## src/bcs_map.vh

```
`ifndef BCS_MAP_VH
`define BCS_MAP_VH

`define BCS_ADDR_STATUS    8'h00
`define BCS_ADDR_CTRL      8'h04
`define BCS_ADDR_IRQ_STS   8'h08
`define BCS_ADDR_IRQ_MASK  8'h0C

`define BCS_STS_DONE       0
`define BCS_STS_FAIL       1
`define BCS_STS_SEL_LO     2
`define BCS_STS_SEL_HI     4
`define BCS_STS_EFF_LO     5
`define BCS_STS_EFF_HI     7
`define BCS_STS_CMP        8
`define BCS_STS_W          16
`define BCS_RESET_STS      16'h0000

`define BCS_CTRL_START     0
`define BCS_CTRL_EFF_OVR   1
`define BCS_CTRL_OVR_LO    4
`define BCS_CTRL_OVR_HI    6

`define BCS_IRQ_DONE       0
`define BCS_IRQ_FAIL       1

`define BCS_TRIM_W         3
`define BCS_TRIM_MAX       3'h7
`define BCS_TRIM_ZERO      3'h0
`define BCS_SETTLE_CYC     4'hF
`define BCS_RESP_OKAY      2'h0
`define BCS_RESP_SLVERR    2'h2

`endif

```

## src/bcs_bias_cal_status.v

```verilog
// The implementer's own choices: register access over AXI4-Lite and the placing of the registers.
`timescale 1ns/1ps
`default_nettype none
`include "bcs_map.vh"

module bcs_bias_cal_status (
    input  wire        aclk,
    input  wire        aresetn,
    input  wire [7:0]  s_axi_awaddr,
    input  wire        s_axi_awvalid,
    output reg         s_axi_awready,
    input  wire [31:0] s_axi_wdata,
    input  wire [3:0]  s_axi_wstrb,
    input  wire        s_axi_wvalid,
    output reg         s_axi_wready,
    output reg  [1:0]  s_axi_bresp,
    output reg         s_axi_bvalid,
    input  wire        s_axi_bready,
    input  wire [7:0]  s_axi_araddr,
    input  wire        s_axi_arvalid,
    output reg         s_axi_arready,
    output reg  [31:0] s_axi_rdata,
    output reg  [1:0]  s_axi_rresp,
    output reg         s_axi_rvalid,
    input  wire        s_axi_rready,
    input  wire        bias_cmp_in,
    output reg  [2:0]  bias_trim_out,
    output reg         irq
);

localparam ST_IDLE   = 2'd0;
localparam ST_SETTLE = 2'd1;
localparam ST_SAMPLE = 2'd2;
localparam ST_DONE   = 2'd3;

// comparator pin is asynchronous to aclk
reg        cmp_meta_reg;
reg        cmp_sync_reg;
reg [1:0]  state_reg;
reg [3:0]  settle_reg;
reg [2:0]  trial_reg;
reg [2:0]  sel_reg;
reg        fail_reg;
reg        done_reg;
reg [2:0]  ctrl_ovr_reg;
reg        ctrl_ovr_en_reg;
reg [1:0]  irq_sts_reg;
reg [1:0]  irq_mask_reg;
reg [7:0]  awaddr_reg;
reg [31:0] wdata_reg;
reg [3:0]  wstrb_reg;
reg        aw_held_reg;
reg        w_held_reg;

wire [2:0] eff_trim = ctrl_ovr_en_reg ? ctrl_ovr_reg : sel_reg;

reg [`BCS_STS_W-1:0] status_word;
reg [31:0]           ctrl_word;
reg [31:0]           irq_sts_word;
reg [31:0]           irq_mask_word;
reg [31:0]           rdata_next;
reg [1:0]            rresp_next;
reg [1:0]            bresp_next;
reg [1:0]            irq_set;

// fields land at named positions over the all-zero default, so reserved bits read low
always @* begin
    status_word                                  = `BCS_RESET_STS;
    status_word[`BCS_STS_DONE]                   = done_reg;
    status_word[`BCS_STS_FAIL]                   = fail_reg;
    status_word[`BCS_STS_SEL_HI:`BCS_STS_SEL_LO] = sel_reg;
    status_word[`BCS_STS_EFF_HI:`BCS_STS_EFF_LO] = eff_trim;
    status_word[`BCS_STS_CMP]                    = cmp_sync_reg;
end

// readback of the writable registers; start is a strobe and reads low
always @* begin
    ctrl_word                                    = 32'h00000000;
    ctrl_word[`BCS_CTRL_EFF_OVR]                 = ctrl_ovr_en_reg;
    ctrl_word[`BCS_CTRL_OVR_HI:`BCS_CTRL_OVR_LO] = ctrl_ovr_reg;
    irq_sts_word                                 = 32'h00000000;
    irq_sts_word[`BCS_IRQ_DONE]                  = irq_sts_reg[`BCS_IRQ_DONE];
    irq_sts_word[`BCS_IRQ_FAIL]                  = irq_sts_reg[`BCS_IRQ_FAIL];
    irq_mask_word                                = 32'h00000000;
    irq_mask_word[`BCS_IRQ_DONE]                 = irq_mask_reg[`BCS_IRQ_DONE];
    irq_mask_word[`BCS_IRQ_FAIL]                 = irq_mask_reg[`BCS_IRQ_FAIL];
end

always @(posedge aclk) begin
    if (!aresetn) begin
        cmp_meta_reg <= 1'b0;
        cmp_sync_reg <= 1'b0;
    end else begin
        cmp_meta_reg <= bias_cmp_in;
        cmp_sync_reg <= cmp_meta_reg;
    end
end

wire write_fire = aw_held_reg && w_held_reg && !s_axi_bvalid;
wire start_wr   = write_fire && (awaddr_reg == `BCS_ADDR_CTRL) && wstrb_reg[0] && wdata_reg[`BCS_CTRL_START];

// calibration: linear trim search, first setting where the comparator trips wins
always @(posedge aclk) begin
    if (!aresetn) begin
        state_reg  <= ST_SETTLE;
        settle_reg <= `BCS_SETTLE_CYC;
        trial_reg  <= `BCS_TRIM_ZERO;
        sel_reg    <= `BCS_TRIM_ZERO;
        fail_reg   <= 1'b0;
        done_reg   <= 1'b0;
    end else begin
        case (state_reg)
            ST_IDLE: begin
                if (start_wr) begin
                    done_reg   <= 1'b0;
                    trial_reg  <= `BCS_TRIM_ZERO;
                    settle_reg <= `BCS_SETTLE_CYC;
                    state_reg  <= ST_SETTLE;
                end
            end
            ST_SETTLE: begin
                // wait covers analog settling plus the two sync stages
                if (settle_reg == 4'h0) begin
                    state_reg <= ST_SAMPLE;
                end else begin
                    settle_reg <= settle_reg - 4'h1;
                end
            end
            ST_SAMPLE: begin
                if (cmp_sync_reg) begin
                    sel_reg   <= trial_reg;
                    fail_reg  <= 1'b0;
                    done_reg  <= 1'b1;
                    state_reg <= ST_DONE;
                end else if (trial_reg == `BCS_TRIM_MAX) begin
                    sel_reg   <= `BCS_TRIM_MAX;
                    fail_reg  <= 1'b1;
                    done_reg  <= 1'b1;
                    state_reg <= ST_DONE;
                end else begin
                    trial_reg  <= trial_reg + 3'h1;
                    settle_reg <= `BCS_SETTLE_CYC;
                    state_reg  <= ST_SETTLE;
                end
            end
            ST_DONE: begin
                state_reg <= ST_IDLE;
            end
            default: begin
                state_reg <= ST_IDLE;
            end
        endcase
    end
end

// during the search the trial value drives the circuit, afterwards the effective one
always @(posedge aclk) begin
    if (!aresetn) begin
        bias_trim_out <= `BCS_TRIM_ZERO;
    end else if (state_reg == ST_SETTLE || state_reg == ST_SAMPLE) begin
        bias_trim_out <= trial_reg;
    end else begin
        bias_trim_out <= eff_trim;
    end
end

wire done_rise = (state_reg == ST_SAMPLE) && (cmp_sync_reg || trial_reg == `BCS_TRIM_MAX);
wire fail_rise = (state_reg == ST_SAMPLE) && !cmp_sync_reg && trial_reg == `BCS_TRIM_MAX;
wire irq_wr    = write_fire && (awaddr_reg == `BCS_ADDR_IRQ_STS) && wstrb_reg[0];
wire mask_wr   = write_fire && (awaddr_reg == `BCS_ADDR_IRQ_MASK) && wstrb_reg[0];
wire ctrl_wr   = write_fire && (awaddr_reg == `BCS_ADDR_CTRL) && wstrb_reg[0];
always @* begin
    irq_set                = 2'h0;
    irq_set[`BCS_IRQ_DONE] = done_rise;
    irq_set[`BCS_IRQ_FAIL] = fail_rise;
end
wire [1:0] irq_clr = irq_wr ? wdata_reg[1:0] : 2'h0;

genvar gi;
generate
    for (gi = 0; gi < 2; gi = gi + 1) begin : g_irq
        // set wins over a simultaneous write-one-to-clear
        always @(posedge aclk) begin
            if (!aresetn) begin
                irq_sts_reg[gi] <= 1'b0;
            end else if (irq_set[gi]) begin
                irq_sts_reg[gi] <= 1'b1;
            end else if (irq_clr[gi]) begin
                irq_sts_reg[gi] <= 1'b0;
            end
        end
    end
endgenerate

always @(posedge aclk) begin
    if (!aresetn) begin
        irq_mask_reg    <= 2'h0;
        ctrl_ovr_en_reg <= 1'b0;
        ctrl_ovr_reg    <= `BCS_TRIM_ZERO;
        irq             <= 1'b0;
    end else begin
        if (mask_wr) begin
            irq_mask_reg <= wdata_reg[1:0];
        end
        // override only changes the applied trim, the chosen trim stays visible
        if (ctrl_wr) begin
            ctrl_ovr_en_reg <= wdata_reg[`BCS_CTRL_EFF_OVR];
            ctrl_ovr_reg    <= wdata_reg[`BCS_CTRL_OVR_HI:`BCS_CTRL_OVR_LO];
        end
        irq <= |(irq_sts_reg & irq_mask_reg);
    end
end

// status word is read-only: writes to it and to holes are refused
always @* begin
    case (awaddr_reg)
        `BCS_ADDR_CTRL:     bresp_next = `BCS_RESP_OKAY;
        `BCS_ADDR_IRQ_STS:  bresp_next = `BCS_RESP_OKAY;
        `BCS_ADDR_IRQ_MASK: bresp_next = `BCS_RESP_OKAY;
        default:            bresp_next = `BCS_RESP_SLVERR;
    endcase
end

// write channel: address and data accepted in either order, one write at a time
always @(posedge aclk) begin
    if (!aresetn) begin
        aw_held_reg   <= 1'b0;
        w_held_reg    <= 1'b0;
        awaddr_reg    <= 8'h00;
        wdata_reg     <= 32'h00000000;
        wstrb_reg     <= 4'h0;
        s_axi_awready <= 1'b0;
        s_axi_wready  <= 1'b0;
        s_axi_bvalid  <= 1'b0;
        s_axi_bresp   <= `BCS_RESP_OKAY;
    end else begin
        s_axi_awready <= !aw_held_reg && !s_axi_awready && s_axi_awvalid && !s_axi_bvalid;
        s_axi_wready  <= !w_held_reg && !s_axi_wready && s_axi_wvalid && !s_axi_bvalid;
        if (s_axi_awvalid && s_axi_awready) begin
            aw_held_reg <= 1'b1;
            awaddr_reg  <= s_axi_awaddr;
        end
        if (s_axi_wvalid && s_axi_wready) begin
            w_held_reg <= 1'b1;
            wdata_reg  <= s_axi_wdata;
            wstrb_reg  <= s_axi_wstrb;
        end
        if (write_fire) begin
            aw_held_reg  <= 1'b0;
            w_held_reg   <= 1'b0;
            s_axi_bvalid <= 1'b1;
            s_axi_bresp  <= bresp_next;
        end else if (s_axi_bvalid && s_axi_bready) begin
            s_axi_bvalid <= 1'b0;
        end
    end
end

// read decode; araddr is held by the master until the handshake edge
always @* begin
    rdata_next = 32'h00000000;
    rresp_next = `BCS_RESP_OKAY;
    case (s_axi_araddr)
        `BCS_ADDR_STATUS: begin
            rdata_next = {16'h0000, status_word};
        end
        `BCS_ADDR_CTRL: begin
            rdata_next = ctrl_word;
        end
        `BCS_ADDR_IRQ_STS: begin
            rdata_next = irq_sts_word;
        end
        `BCS_ADDR_IRQ_MASK: begin
            rdata_next = irq_mask_word;
        end
        default: begin
            rresp_next = `BCS_RESP_SLVERR;
        end
    endcase
end

// read channel
always @(posedge aclk) begin
    if (!aresetn) begin
        s_axi_arready <= 1'b0;
        s_axi_rvalid  <= 1'b0;
        s_axi_rdata   <= 32'h00000000;
        s_axi_rresp   <= `BCS_RESP_OKAY;
    end else begin
        s_axi_arready <= !s_axi_arready && s_axi_arvalid && !s_axi_rvalid;
        if (s_axi_arvalid && s_axi_arready) begin
            s_axi_rvalid <= 1'b1;
            s_axi_rresp  <= rresp_next;
            s_axi_rdata  <= rdata_next;
        end else if (s_axi_rvalid && s_axi_rready) begin
            s_axi_rvalid <= 1'b0;
        end
    end
end

endmodule
`default_nettype wire

```

## config.mk

```make
export PLATFORM = sky130hd
export DESIGN_NAME = bcs_bias_cal_status
export DESIGN_NICKNAME = d
export VERILOG_FILES = /design/src/bcs_bias_cal_status.v
export VERILOG_INCLUDE_DIRS = /design/src
export SDC_FILE = /design/constraint.sdc
export NUM_CORES = 1
export LEC_CHECK = 0
export ABC_CLOCK_PERIOD_IN_PS = 3400
export BUFFER_PORTS_ARGS = -buffer_cell sky130_fd_sc_hd__buf_2
export CORE_MARGIN = 2
export CORE_UTILIZATION = 35
export CTS_BUF_LIST = sky130_fd_sc_hd__clkbuf_4 sky130_fd_sc_hd__clkbuf_8 sky130_fd_sc_hd__clkbuf_16
export DETAILED_ROUTE_END_ITERATION = 8
export SYNTH_ARGS = -nofsm -noshare
export SYNTH_HDL_FRONTEND = slang
export SYNTH_SLANG_ARGS = --single-unit
```

## constraint.sdc

```tcl
create_clock -name aclk -period 3.4 [get_ports aclk]
set_clock_uncertainty 0.1 [all_clocks]
set_input_delay 0.68 -clock aclk [delete_from_list [all_inputs] [get_ports aclk]]
set_output_delay 0.68 -clock aclk [all_outputs]
set_load 0.01 [all_outputs]
```

=== After elaboration in Yosys (flattened, before gate mapping) ===
Index checks and enable logic that the tools add are counted.

* Input bits: 60
* ROM bits: 0
* Word-level logic and storage cells: 137
* Register bits: 87
* Memories kept: 0
* Memory bits (writable): 0
* Bits in latches: 0
* Output and inout port bits: 45

* Magnitude comparators: 0
* Add/subtract/negate cells: 2
* $mul: 0
* Bitwise gates (word level): 2
* Eq/ne operators: 16
* Muxes and demuxes: 35
* Reduce and logical (&&, ||, !) cells: 54
* Shift operators: 0
* Div/mod/pow operators: 0

{| class="wikitable"
|+ Operators with widths
! operator !! number
|-
| $pmux 9 s4 || 1
|-
| $eq 8x4->1 const B || 4
|-
| $logic_and 1x1->1 || 25
|-
| $mux 3 || 7
|-
| $eq 8x3->1 const B || 2
|-
| $mux 4 || 4
|-
| $mux 2 || 7
|-
| $mux 1 || 12
|-
| $pmux 4 s3 || 1
|-
| $reduce_bool 2->1 || 6
|-
| $ne 2x2->1 const B || 5
|-
| $logic_not 1->1 || 8
|-
| $logic_not 8->1 || 1
|-
| $pmux 2 s4 || 1
|-
| $pmux 3 s2 || 1
|-
| $reduce_and 5->1 || 1
|-
| $eq 2x2->1 const B || 2
|-
| $logic_not 4->1 || 1
|-
| $reduce_and 2->1 || 2
|-
| $reduce_and 4->1 || 1
|-
| $reduce_or 2->1 || 2
|-
| $reduce_or 4->1 || 1
|-
| $sub 4x1->4 const B || 1
|-
| $add 3x1->3 const B || 1
|-
| 11 further kinds || 12
|}

=== Depth between registers and ports, before layout ===
Gate-level depths: netlist of run 1.

* Depth after elaboration: 7
* Mapped depth: 7

=== Worst setup path after synthesis of run 1 ===
No wires, ideal clock.

* Path kind: input to register
* Start: input port s_axi_araddr[1]
* End: register s_axi_rdata[7]
* Path slack: 1297 ps
* Path buffers: 0
* Arrival: 1944 ps
* Stages: 4
* Required time: 3241 ps
* Library setup time: 59 ps
* Path through: or4_4 > or3_4 > o41ai_2 > and2_1

* Word-level cells in the longest chain between the ends: 2

{| class="wikitable"
|+ Ends and longest elaborated chain
! item !! line !! source
|-
| start, declared || bcs_bias_cal_status.v:19 || <nowiki>input wire [7:0] s_axi_araddr,</nowiki>
|-
| $eq 8x4->1, or another cell as far along || bcs_bias_cal_status.v:263 || <nowiki>case (s_axi_araddr)</nowiki>
|-
| $pmux 9 s4 * || bcs_bias_cal_status.v:263 ||
|-
| end signal, assigned || bcs_bias_cal_status.v:294 || <nowiki>s_axi_rdata <= rdata_next;</nowiki>
|-
| end, declared || bcs_bias_cal_status.v:22 || <nowiki>output reg [31:0] s_axi_rdata,</nowiki>
|}

Every way passes the cells marked *; elsewhere a longest branch is shown, timed or not.
A chain may end at the register's enable or synchronous reset.

=== Final worst setup path of run 1 ===
* Start: register state_reg[0]
* End: register done_reg

* Word-level cells in the longest chain between the ends: 3

{| class="wikitable"
|+ Ends and longest elaborated chain
! item !! line !! source
|-
| start, declared || bcs_bias_cal_status.v:39 || <nowiki>reg [1:0] state_reg;</nowiki>
|-
| start signal, assigned || bcs_bias_cal_status.v:105 || <nowiki>state_reg <= ST_SETTLE;</nowiki>
|-
| start signal, assigned || bcs_bias_cal_status.v:118 || <nowiki>state_reg <= ST_SETTLE;</nowiki>
|-
| start signal, assigned || bcs_bias_cal_status.v:124 || <nowiki>state_reg <= ST_SAMPLE;</nowiki>
|-
| $eq 2x2->1 / $logic_not 2->1 (equally long branches) || bcs_bias_cal_status.v:112 || <nowiki>case (state_reg)</nowiki>
|-
| $ne 3x3->1 (no source line), or another cell as far along || - ||
|-
| $reduce_and 3->1 (no source line) || - ||
|-
| end signal, assigned || bcs_bias_cal_status.v:110 || <nowiki>done_reg <= 1'b0;</nowiki>
|-
| end signal, assigned || bcs_bias_cal_status.v:115 || <nowiki>done_reg <= 1'b0;</nowiki>
|-
| end signal, assigned || bcs_bias_cal_status.v:133 || <nowiki>done_reg <= 1'b1;</nowiki>
|-
| end, declared || bcs_bias_cal_status.v:44 || <nowiki>reg done_reg;</nowiki>
|}

Several ways; a longest one is shown, not always the timed one.

==> results of run 1 <==
==> final cells by class <==
| class | instances | area share, % |
|---|---|---|
| clock buffer | 11 | 4.34 |
| clock inverter | 5 | 0.822 |
| inverter | 8 | 0.897 |
| multi-input combinational | 244 | 46.4 |
| sequential | 60 | 35.9 |
| tap | 105 | 3.93 |
| timing repair buffer | 51 | 7.78 |
==> power by group through the flow <==
stage          sequential, W  combinational (W)  clock [W]
3_3_place_gp        0.000792           0.000348          0
5_1_grt             0.000784           0.000412   0.000622
2_1_floorplan       0.000787           0.000289          0
4_1_cts             0.000776           0.000359   0.000580
3_5_place_dp        0.000792           0.000354          0
6_report            0.000776           0.000359   0.000563
==> layer usage <==
layer  track usage, %  part of all wire [%]
met1             18.4                    49
met5                0                     0
met2             21.2                    45
met4             4.64                  0.59
met3             4.43                   5.4
==> how the worst min path moves through the flow <==
stage               slack (ns)      endpoint          from  cells past startpoint
floorplan                 0.31  cmp_sync_reg  cmp_meta_reg                      1
global placement          0.33  cmp_sync_reg  cmp_meta_reg                      1
detailed placement        0.33  cmp_sync_reg  cmp_meta_reg                      1
CTS                       0.33  cmp_sync_reg  cmp_meta_reg                      1
global route              0.38  cmp_sync_reg  cmp_meta_reg                      1
finish                    0.33  cmp_sync_reg  cmp_meta_reg                      1
==> logic make-up (layout without fill, tap and decap cells) <==
family / count (synthesis) / after routing / share of synthesized area, %
and+or+nand+nor: 124 / 124 / 23.2
AOI/OAI and AO/OA: 74 / 74 / 18.1
DFF: 60 / 60 / 40.9
buffers and inverters: 48 / 75 / 9.33
muxes: 13 / 13 / 4.94
adders and majority gates: 8 / 8 / 3.41
other: 1 / 25 / 0.128
==> through the flow <==
| stage | area [µm²] | utilization [%] | std cells | total power (W) |
|---|---|---|---|---|
| floorplan | 3030 | - | 352 | 0.00108 |
| global placement | 3170 | 38.8 | 468 | 0.00114 |
| detailed placement | 3170 | 38.8 | 468 | 0.00115 |
| CTS | 3350 | 40.9 | 484 | 0.00172 |
| global route | 3350 | 40.9 | 484 | 0.00182 |
| finish | 3350 | 40.9 | 484 | 0.00170 |
==> layout by cell type, fill, tap and decap left out, types with 5 or more instances in the layout <==
master | synthesis | final
inv_1 | 8 | 8
conb_1 | 1 | 25
a21oi_1 | 11 | 11
o21ai_0 | 10 | 10
and2_1 | 9 | 9
nand2b_1 | 10 | 10
mux2i_1 | 10 | 10
ha_1 | 8 | 8
nor2b_1 | 10 | 10
nand3_1 | 19 | 19
a22oi_1 | 5 | 5
dfxtp_1 | 60 | 60
buf_2 | 0 | 49
a21boi_0 | 17 | 17
clkbuf_8 | 0 | 10
nand2_1 | 39 | 39
nor2_1 | 11 | 11
==> flow_summary.json, run 1 <==
{
  "min_path_type": "reg -> reg",
  "cellLeakagePower_nw": 1.49,
  "peakVddDrop_uv": 266,
  "grt_overflow": 0,
  "synthTopCellsByArea": "dfxtp_1 (41%), buf_4 (6.4%), nand2_1 (5.0%)",
  "synthToLayoutAreaGrowth_pct": 14.0,
  "finalHoldViolations": 0,
  "r2r_setup_slack_ns": 1.33,
  "ant_nets": 0,
  "postCtsSetupRepairBufs": 0,
  "viasPerCell": 4.78,
  "seq_area_frac_synth_pct": 40.9,
  "drt_iter0_drc": 83,
  "path_buf_inv": 2,
  "numCtsBuffers": 9,
  "synth_edf_count": 0,
  "fp.dieH_um": 95.6,
  "avgSynthCellArea_um2": 8.95,
  "crit_start": "state_reg[0]",
  "grt_max_degree": 45,
  "combPwrFrac_pct": 21.1,
  "fin_nets": 442,
  "critPathMaxFanout": 12,
  "drive_above_1_share_pct": 21.4,
  "synth_most_common_cell": "dfxtp_1",
  "largest_register_ffs": 9,
  "via_count": 2314,
  "clk_latency_ns": 0.33,
  "max_clock_freq_ghz": 0.484,
  "num_io_pins": 105,
  "endpoint_kind": "flop",
  "drcViolationCount": 0,
  "crit_chain": "inv_1 -> ha_1 -> inv_1 -> or4b_2 -> o211a_1",
  "holdWs_ns": 0.330,
  "syn-cell-area_mm2": 0.00294,
  "antenna_cells": 0,
  "fin_ws_ns": 1.33,
  "place_ws_ns": 1.08,
  "cap_violations": 0,
  "finalSetupViolCount": 0,
  "p_sw_share_pct": 31.0,
  "power-per-cell-area_mw_per_mm2": 508,
  "worstSetupEndpoint": "done_reg",
  "yosys.area.top_type": "dfxtp_1",
  "first_global_vias": 2137,
  "multi_input_area_mm2": 0.00155,
  "period_minus_slack_ns": 2.07,
  "path_class": "reg -> reg",
  "clk_path_buf_depth": 2,
  "core_area_mm2": 0.00818,
  "cts_resized": 0,
  "drv_slew": 0,
  "netlist_top_cells_count": "dfxtp_1 (60), nand2_1 (39), buf_4 (25)",
  "worst_pin_slew_ns": 0.675,
  "ctsHoldBuffers": 0,
  "fillerInstances": 822,
  "port_buffers": 49,
  "synth_cell_types": 50,
  "cp.arrival_ns": 2.19,
  "setup_tns_ns": 0,
  "cp_num_cells": 5,
  "cts_tree": "built",
  "grt_pass1_wl_mm": 9.92,
  "cell_internal_pwr_w": 0.00117,
  "root_buffer": "clkbuf_8",
  "syn_inst": 328,
  "antenna_found_initial": 0,
  "rows": 33,
  "crit_slowest_cell": "or4b_2",
  "cp.required_ns": 3.52,
  "cts-htree-levels": 3,
  "drtPass1Iterations": 4,
  "place_congestion": 0.726,
  "grt_usage_pct": 13.8,
  "r2r-end": "done_reg",
  "r2r-start": "state_reg[0]",
  "r2r_cells": 5,
  "switching_power_w": 0.000527,
  "synth_top_area_share_pct": 40.9,
  "relSlewSlack_pct": 54.4,
  "dieArea_mm2": 0.00914,
  "area.sequential_mm2": 0.00120,
  "cts.sinks": 60,
  "yosys_warnings": 0,
  "initial_utilization_pct": 35.9,
  "wl_mm": 5.89,
  "fin_crit_sh_pct": 60.8,
  "detail_route.wl_per_cell_um": 12.2,
  "critPathMaxStageDelay_ns": 0.65,
  "crit_top_cell": "inv_1",
  "clkPwrFrac_pct": 33.2,
  "critPathLaunchType": "flop",
  "status": "complete, no violations",
  "rsz0062_at_grt": "no",
  "synth_seq_cells": 60,
  "synthFlopType": "dfxtp_1",
  "clk_pin_slew_worst_paths_ns": 0.07,
  "dieWidth_um": 95.6,
  "dp_hpwl_mm": 4.26,
  "synth-async-reset-ratio_pct": 0,
  "seq_power_share_pct": 45.7,
  "critical-path-top-delay-family": "simple AND/OR/NAND/NOR gates"
}
No activity file was read; power rests on OpenSTA's default activity.
==> run 2: changes to the inputs <==
--- a/config.mk
+++ b/config.mk
@@ -6,7 +6,7 @@
 export SDC_FILE = /design/constraint.sdc
 export NUM_CORES = 1
 export LEC_CHECK = 0
-export ABC_CLOCK_PERIOD_IN_PS = 3400
+export ABC_CLOCK_PERIOD_IN_PS = 1700
 export BUFFER_PORTS_ARGS = -buffer_cell sky130_fd_sc_hd__buf_2
 export CORE_MARGIN = 2
 export CORE_UTILIZATION = 35
==> constraint.sdc (replaced) <==
create_clock -name aclk -period 1.7 [get_ports aclk]
set_clock_uncertainty 0.1 [all_clocks]
set_input_delay 0.34 -clock aclk [delete_from_list [all_inputs] [get_ports aclk]]
set_output_delay 0.34 -clock aclk [all_outputs]
set_load 0.01 [all_outputs]
==> run 2 against run 1 <==
Against the previous run: flip-flop and latch count unchanged; core utilization increased by 4.8 points; setup slack got worse by 1.3 ns; cell count increased by 5.4%; critical path type unchanged; largest cell class unchanged.
==> flow_summary.json, run 2 (synthesis gave the netlist of run 1 again) <==
{
  "fin_crit_sh_pct": 98.0,
  "r2r_cells": 4,
  "detail_route.wl_per_cell_um": 12.6,
  "dieWidth_um": 95.6,
  "clk_path_buf_depth": 2,
  "area.sequential_mm2": 0.00121,
  "fin_nets": 468,
  "r2r_setup_slack_ns": 0.03,
  "finalHoldViolations": 0,
  "dp_cells": 492,
  "path_class": "reg -> reg",
  "multi_input_area_mm2": 0.00168,
  "cp.required_ns": 1.83,
  "synthToLayoutAreaGrowth_pct": 27.2,
  "r2r-end": "done_reg",
  "utilization_pct": 45.7,
  "core_area_mm2": 0.00818,
  "rsz0062_at_grt": "yes",
  "critPathMaxFanout": 4,
  "final_cell_mix": "dfxtp_1 (55), buf_2 (49), nand2_1 (39)",
  "topRoutingLayerUsed": "met4",
  "cts_tree": "built",
  "status": "complete, no violations",
  "grt_pass1_wl_mm": 10.4,
  "drv_slew": 0,
  "clk_pin_slew_worst_paths_ns": 0.07,
  "finalSetupViolCount": 0,
  "worstSetupEndpoint": "done_reg",
  "root_buffer": "clkbuf_8",
  "drcViolationCount": 0,
  "cp.arrival_ns": 1.79,
  "drt_iter0_drc": 87,
  "holdWs_ns": 0.121,
  "crit_start": "awaddr_reg[0]",
  "port_buffers": 49,
  "drive_above_1_share_pct": 32.1,
  "drtPass1Iterations": 4,
  "initial_utilization_pct": 35.9,
  "min_path_type": "in -> reg",
  "dp_hpwl_mm": 4.71,
  "wl_met1_mm": 3.15,
  "grt_max_degree": 31,
  "dieArea_mm2": 0.00914,
  "fp.dieH_um": 95.6,
  "final_common_cell": "dfxtp_1",
  "peakVddDrop_uv": 432,
  "largest_register_ffs": 9,
  "rows": 33,
  "wl_met2_mm": 2.94,
  "dr_wl_met3_um": 252,
  "via_count": 2422,
  "place_congestion": 0.825,
  "clk_latency_ns": 0.33,
  "critPathLaunchType": "flop",
  "numCtsBuffers": 9,
  "max_clock_freq_ghz": 0.600,
  "final_cells": 510,
  "cts.sinks": 60,
  "antenna_found_initial": 0,
  "cellLeakagePower_nw": 1.65,
  "ant_nets": 0,
  "num_io_pins": 105,
  "cap_violations": 0,
  "r2r-start": "awaddr_reg[0]",
  "antenna_cells": 0,
  "first_global_vias": 2252,
  "cts-htree-levels": 3,
  "wl_mm": 6.42,
  "viasPerCell": 4.75,
  "power-per-cell-area_mw_per_mm2": 1070,
  "grt_overflow": 0,
  "period_minus_slack_ns": 1.67,
  "fillerInstances": 808,
  "grt_usage_pct": 14.6,
  "endpoint_kind": "flop"
}
run 2: final cells by class:
class,count,share of cell area [%]
clock buffers,12,4.09
clock inverters,4,1.94
inverters,8,0.804
multi-input cells,244,45.0
flip-flops and latches,60,32.4
well taps,105,3.52
repair buffers,77,12.3
run 2: metrics by stage:
step	TNS [ns]	area, µm²	setup slack [ns]	power (W)
2_1_floorplan	-0.170	3050	-0.0458	0.00217
3_3_place_gp	-1.70	3370	-0.195	0.00236
3_5_place_dp	-1.97	3370	-0.214	0.00238
4_1_cts	-0.0718	3640	-0.0369	0.00386
5_1_grt	-0.144	3740	-0.118	0.00421
6_report	0	3740	0.0344	0.00399
run 2: worst min path at each step:
| stage | slack [ns] | end | start | depth (start not counted) |
|---|---|---|---|---|
| after floorplan | 0.31 | cmp_sync_reg | cmp_meta_reg | 1 |
| after global placement | 0.32 | s_axi_arready | s_axi_arready | 1 |
| after detailed placement | 0.33 | cmp_sync_reg | cmp_meta_reg | 1 |
| after CTS | 0.11 | cmp_meta_reg | bias_cmp_in | 2 |
| after global routing | 0.12 | cmp_meta_reg | bias_cmp_in | 2 |
| final | 0.12 | cmp_meta_reg | bias_cmp_in | 2 |
run 2: repair_timing:
| item | in CTS | in global routing |
|---|---|---|
| gates resized for setup | 11 | 21 |
| pin swaps | 3 | 6 |
| buffers inserted | 2 | 0 |
| hold buffers | 0 | 0 |
| setup endpoints to repair | 8 | 9 |
| gates cloned | 0 | 0 |
run 2: worst max-delay path: stages (launching register included):
cell and delay (ns):
dfxtp_2 0.34, nor4_4 0.35, nand3_1 0.15, or4b_4 0.49, o211a_1 0.13
run 2: power by group:
group / internal (W) / switching (W)
clock: 0.000896 / 0.000558
sequential: 0.00150 / 0.0000672
combinational: 0.000415 / 0.000555
run 2: metal layers:
metal | vias up | GRT usage [%]
met1 | 1118 | 19.6
li1 | 1249 | -
met5 | - | 0
met2 | 48 | 22.5
met3 | 7 | 4.19
met4 | 0 | 5.12
==> run 3: changes to the inputs <==
--- a/config.mk
+++ b/config.mk
@@ -8,6 +8,7 @@
 export LEC_CHECK = 0
 export ABC_CLOCK_PERIOD_IN_PS = 1700
 export BUFFER_PORTS_ARGS = -buffer_cell sky130_fd_sc_hd__buf_2
+export CORE_ASPECT_RATIO = 1.5
 export CORE_MARGIN = 2
 export CORE_UTILIZATION = 35
 export CTS_BUF_LIST = sky130_fd_sc_hd__clkbuf_4 sky130_fd_sc_hd__clkbuf_8 sky130_fd_sc_hd__clkbuf_16
==> run 3 against run 2 <==
Against the previous run: the flow now finishes with violations (setup timing); first-iteration DRC count is 37% lower; wire length is 4.9% higher; flip-flop and latch count stayed put; via count is 3.2% higher; final area is 6.3% higher; power is 22% higher; critical endpoint is now trial_reg[1]; cell count is 1.8% higher; non-clock buffer count is 9 higher; setup slack worse by 0.087 ns; sequential power hardly changed; global-route usage is 1.3 points higher; sequential share of layout area is 2.0 points lower.
==> flow_summary.json, run 3 (synthesis gave the netlist of run 1 again) <==
{
  "status": "finished with violations",
  "violations": "setup timing",
  "fin_ws_ns": -0.0525,
  "num_io_pins": 105,
  "wl_mm": 6.73,
  "cts.sinks": 60,
  "clk_pin_slew_worst_paths_ns": 0.05,
  "dieWidth_um": 78.8,
  "endpoint_kind": "flop",
  "drv_slew": 0,
  "critPathLaunchType": "flop",
  "finalSetupViolCount": 2,
  "final_common_cell": "dfxtp_1",
  "period_minus_slack_ns": 1.75,
  "clk_latency_ns": 0.33,
  "grt_pass1_wl_mm": 11.2,
  "cp.required_ns": 1.83,
  "path_buf_inv": 2,
  "drtPass1Iterations": 4,
  "drcViolationCount": 0,
  "grt_overflow": 0,
  "crit_chain": "buf_4 -> or4_4 -> nor4_4 -> buf_4 -> a21oi_1 -> o21a_1",
  "drive_above_1_share_pct": 33.1,
  "power-per-cell-area_mw_per_mm2": 1220,
  "crit_top_cell": "buf_4",
  "drt_iter0_drc": 55,
  "dp_hpwl_mm": 4.90,
  "fp.dieH_um": 116,
  "critPathMaxStageDelay_ns": 0.44,
  "numCtsBuffers": 9,
  "cts-htree-levels": 3,
  "crit_slowest_cell": "or4_4",
  "cts_tree": "built",
  "cp.arrival_ns": 1.88,
  "min_path_type": "in -> reg",
  "cellLeakagePower_nw": 1.76,
  "via_count": 2500,
  "peakVddDrop_uv": 537,
  "grt_max_degree": 29,
  "initial_utilization_pct": 36.4,
  "place_congestion": 0.764,
  "cap_violations": 0,
  "utilization_pct": 49.3,
  "max_clock_freq_ghz": 0.571,
  "dieArea_mm2": 0.00915,
  "ctsHoldBuffers": 0,
  "finalHoldViolations": 0,
  "r2r_setup_slack_ns": -0.05,
  "rows": 40,
  "grt_usage_pct": 15.9,
  "antenna_cells": 0,
  "power.total_w": 0.00486,
  "setup_tns_ns": -0.0944,
  "critical-path-top-delay-family": "simple AND/OR/NAND/NOR gates",
  "core_area_mm2": 0.00806,
  "critPathMaxFanout": 2,
  "fin_nets": 477,
  "fin_crit_sh_pct": 103,
  "viasPerCell": 4.82,
  "rsz0062_at_grt": "yes",
  "root_buffer": "clkbuf_16",
  "ant_nets": 0,
  "largest_register_ffs": 9,
  "path_class": "reg -> reg",
  "first_global_vias": 2407,
  "detail_route.wl_per_cell_um": 13.0,
  "clk_path_buf_depth": 2,
  "synthToLayoutAreaGrowth_pct": 35.3,
  "antenna_found_initial": 0,
  "port_buffers": 49,
  "final_cell_mix": "dfxtp_1 (56), buf_2 (49), nand2_1 (39)"
}
-- run 3: final timing paths --
path                  from       endpoint  depth (start not counted)
max          awaddr_reg[5]   trial_reg[1]                          6
min            bias_cmp_in   cmp_meta_reg                          2
max reg2reg  awaddr_reg[5]   trial_reg[1]                          6
min reg2reg  s_axi_arready  s_axi_arready                          1
-- run 3: metal layers --
layer / global-route usage [%] / wire length (µm)
met3: 4.33 / 321
met2: 28.5 / 3590
met4: 8.30 / 155
met5: 0 / 0
met1: 17.0 / 2660
-- run 3: layout make-up --
type	instances	area, µm²
clock buffers	9	225
clock inverters	7	145
fillers	789	4090
inverters	8	30.0
multi-input cells	244	1690
flip-flops and latches	60	1210
well taps	105	131
repair buffers	86	547
-- run 3: power by group --
part	total, W	switching (W)	internal [W]
clock network	0.00226	0.000671	0.00159
logic	0.00104	0.000575	0.000464
registers	0.00156	0.0000684	0.00149
total	0.00486	0.00132	0.00355
-- run 3: repair_timing --
item	in CTS	in global routing
buffers inserted	2	1
endpoints found under the setup margin	8	14
pin swaps	4	8
resized for setup	17	13
-- run 3: metrics by stage --
step / std cells / setup slack, ns / cell area (µm²) / hold WS (ns)
after floorplan: 352 / -0.0458 / 3050 / 0.312
after global placement: 500 / -0.194 / 3440 / 0.323
after detailed placement: 500 / -0.227 / 3440 / 0.329
after CTS: 518 / -0.0534 / 3890 / 0.112
after global routing: 519 / -0.147 / 3970 / 0.132
final: 519 / -0.0525 / 3970 / 0.126
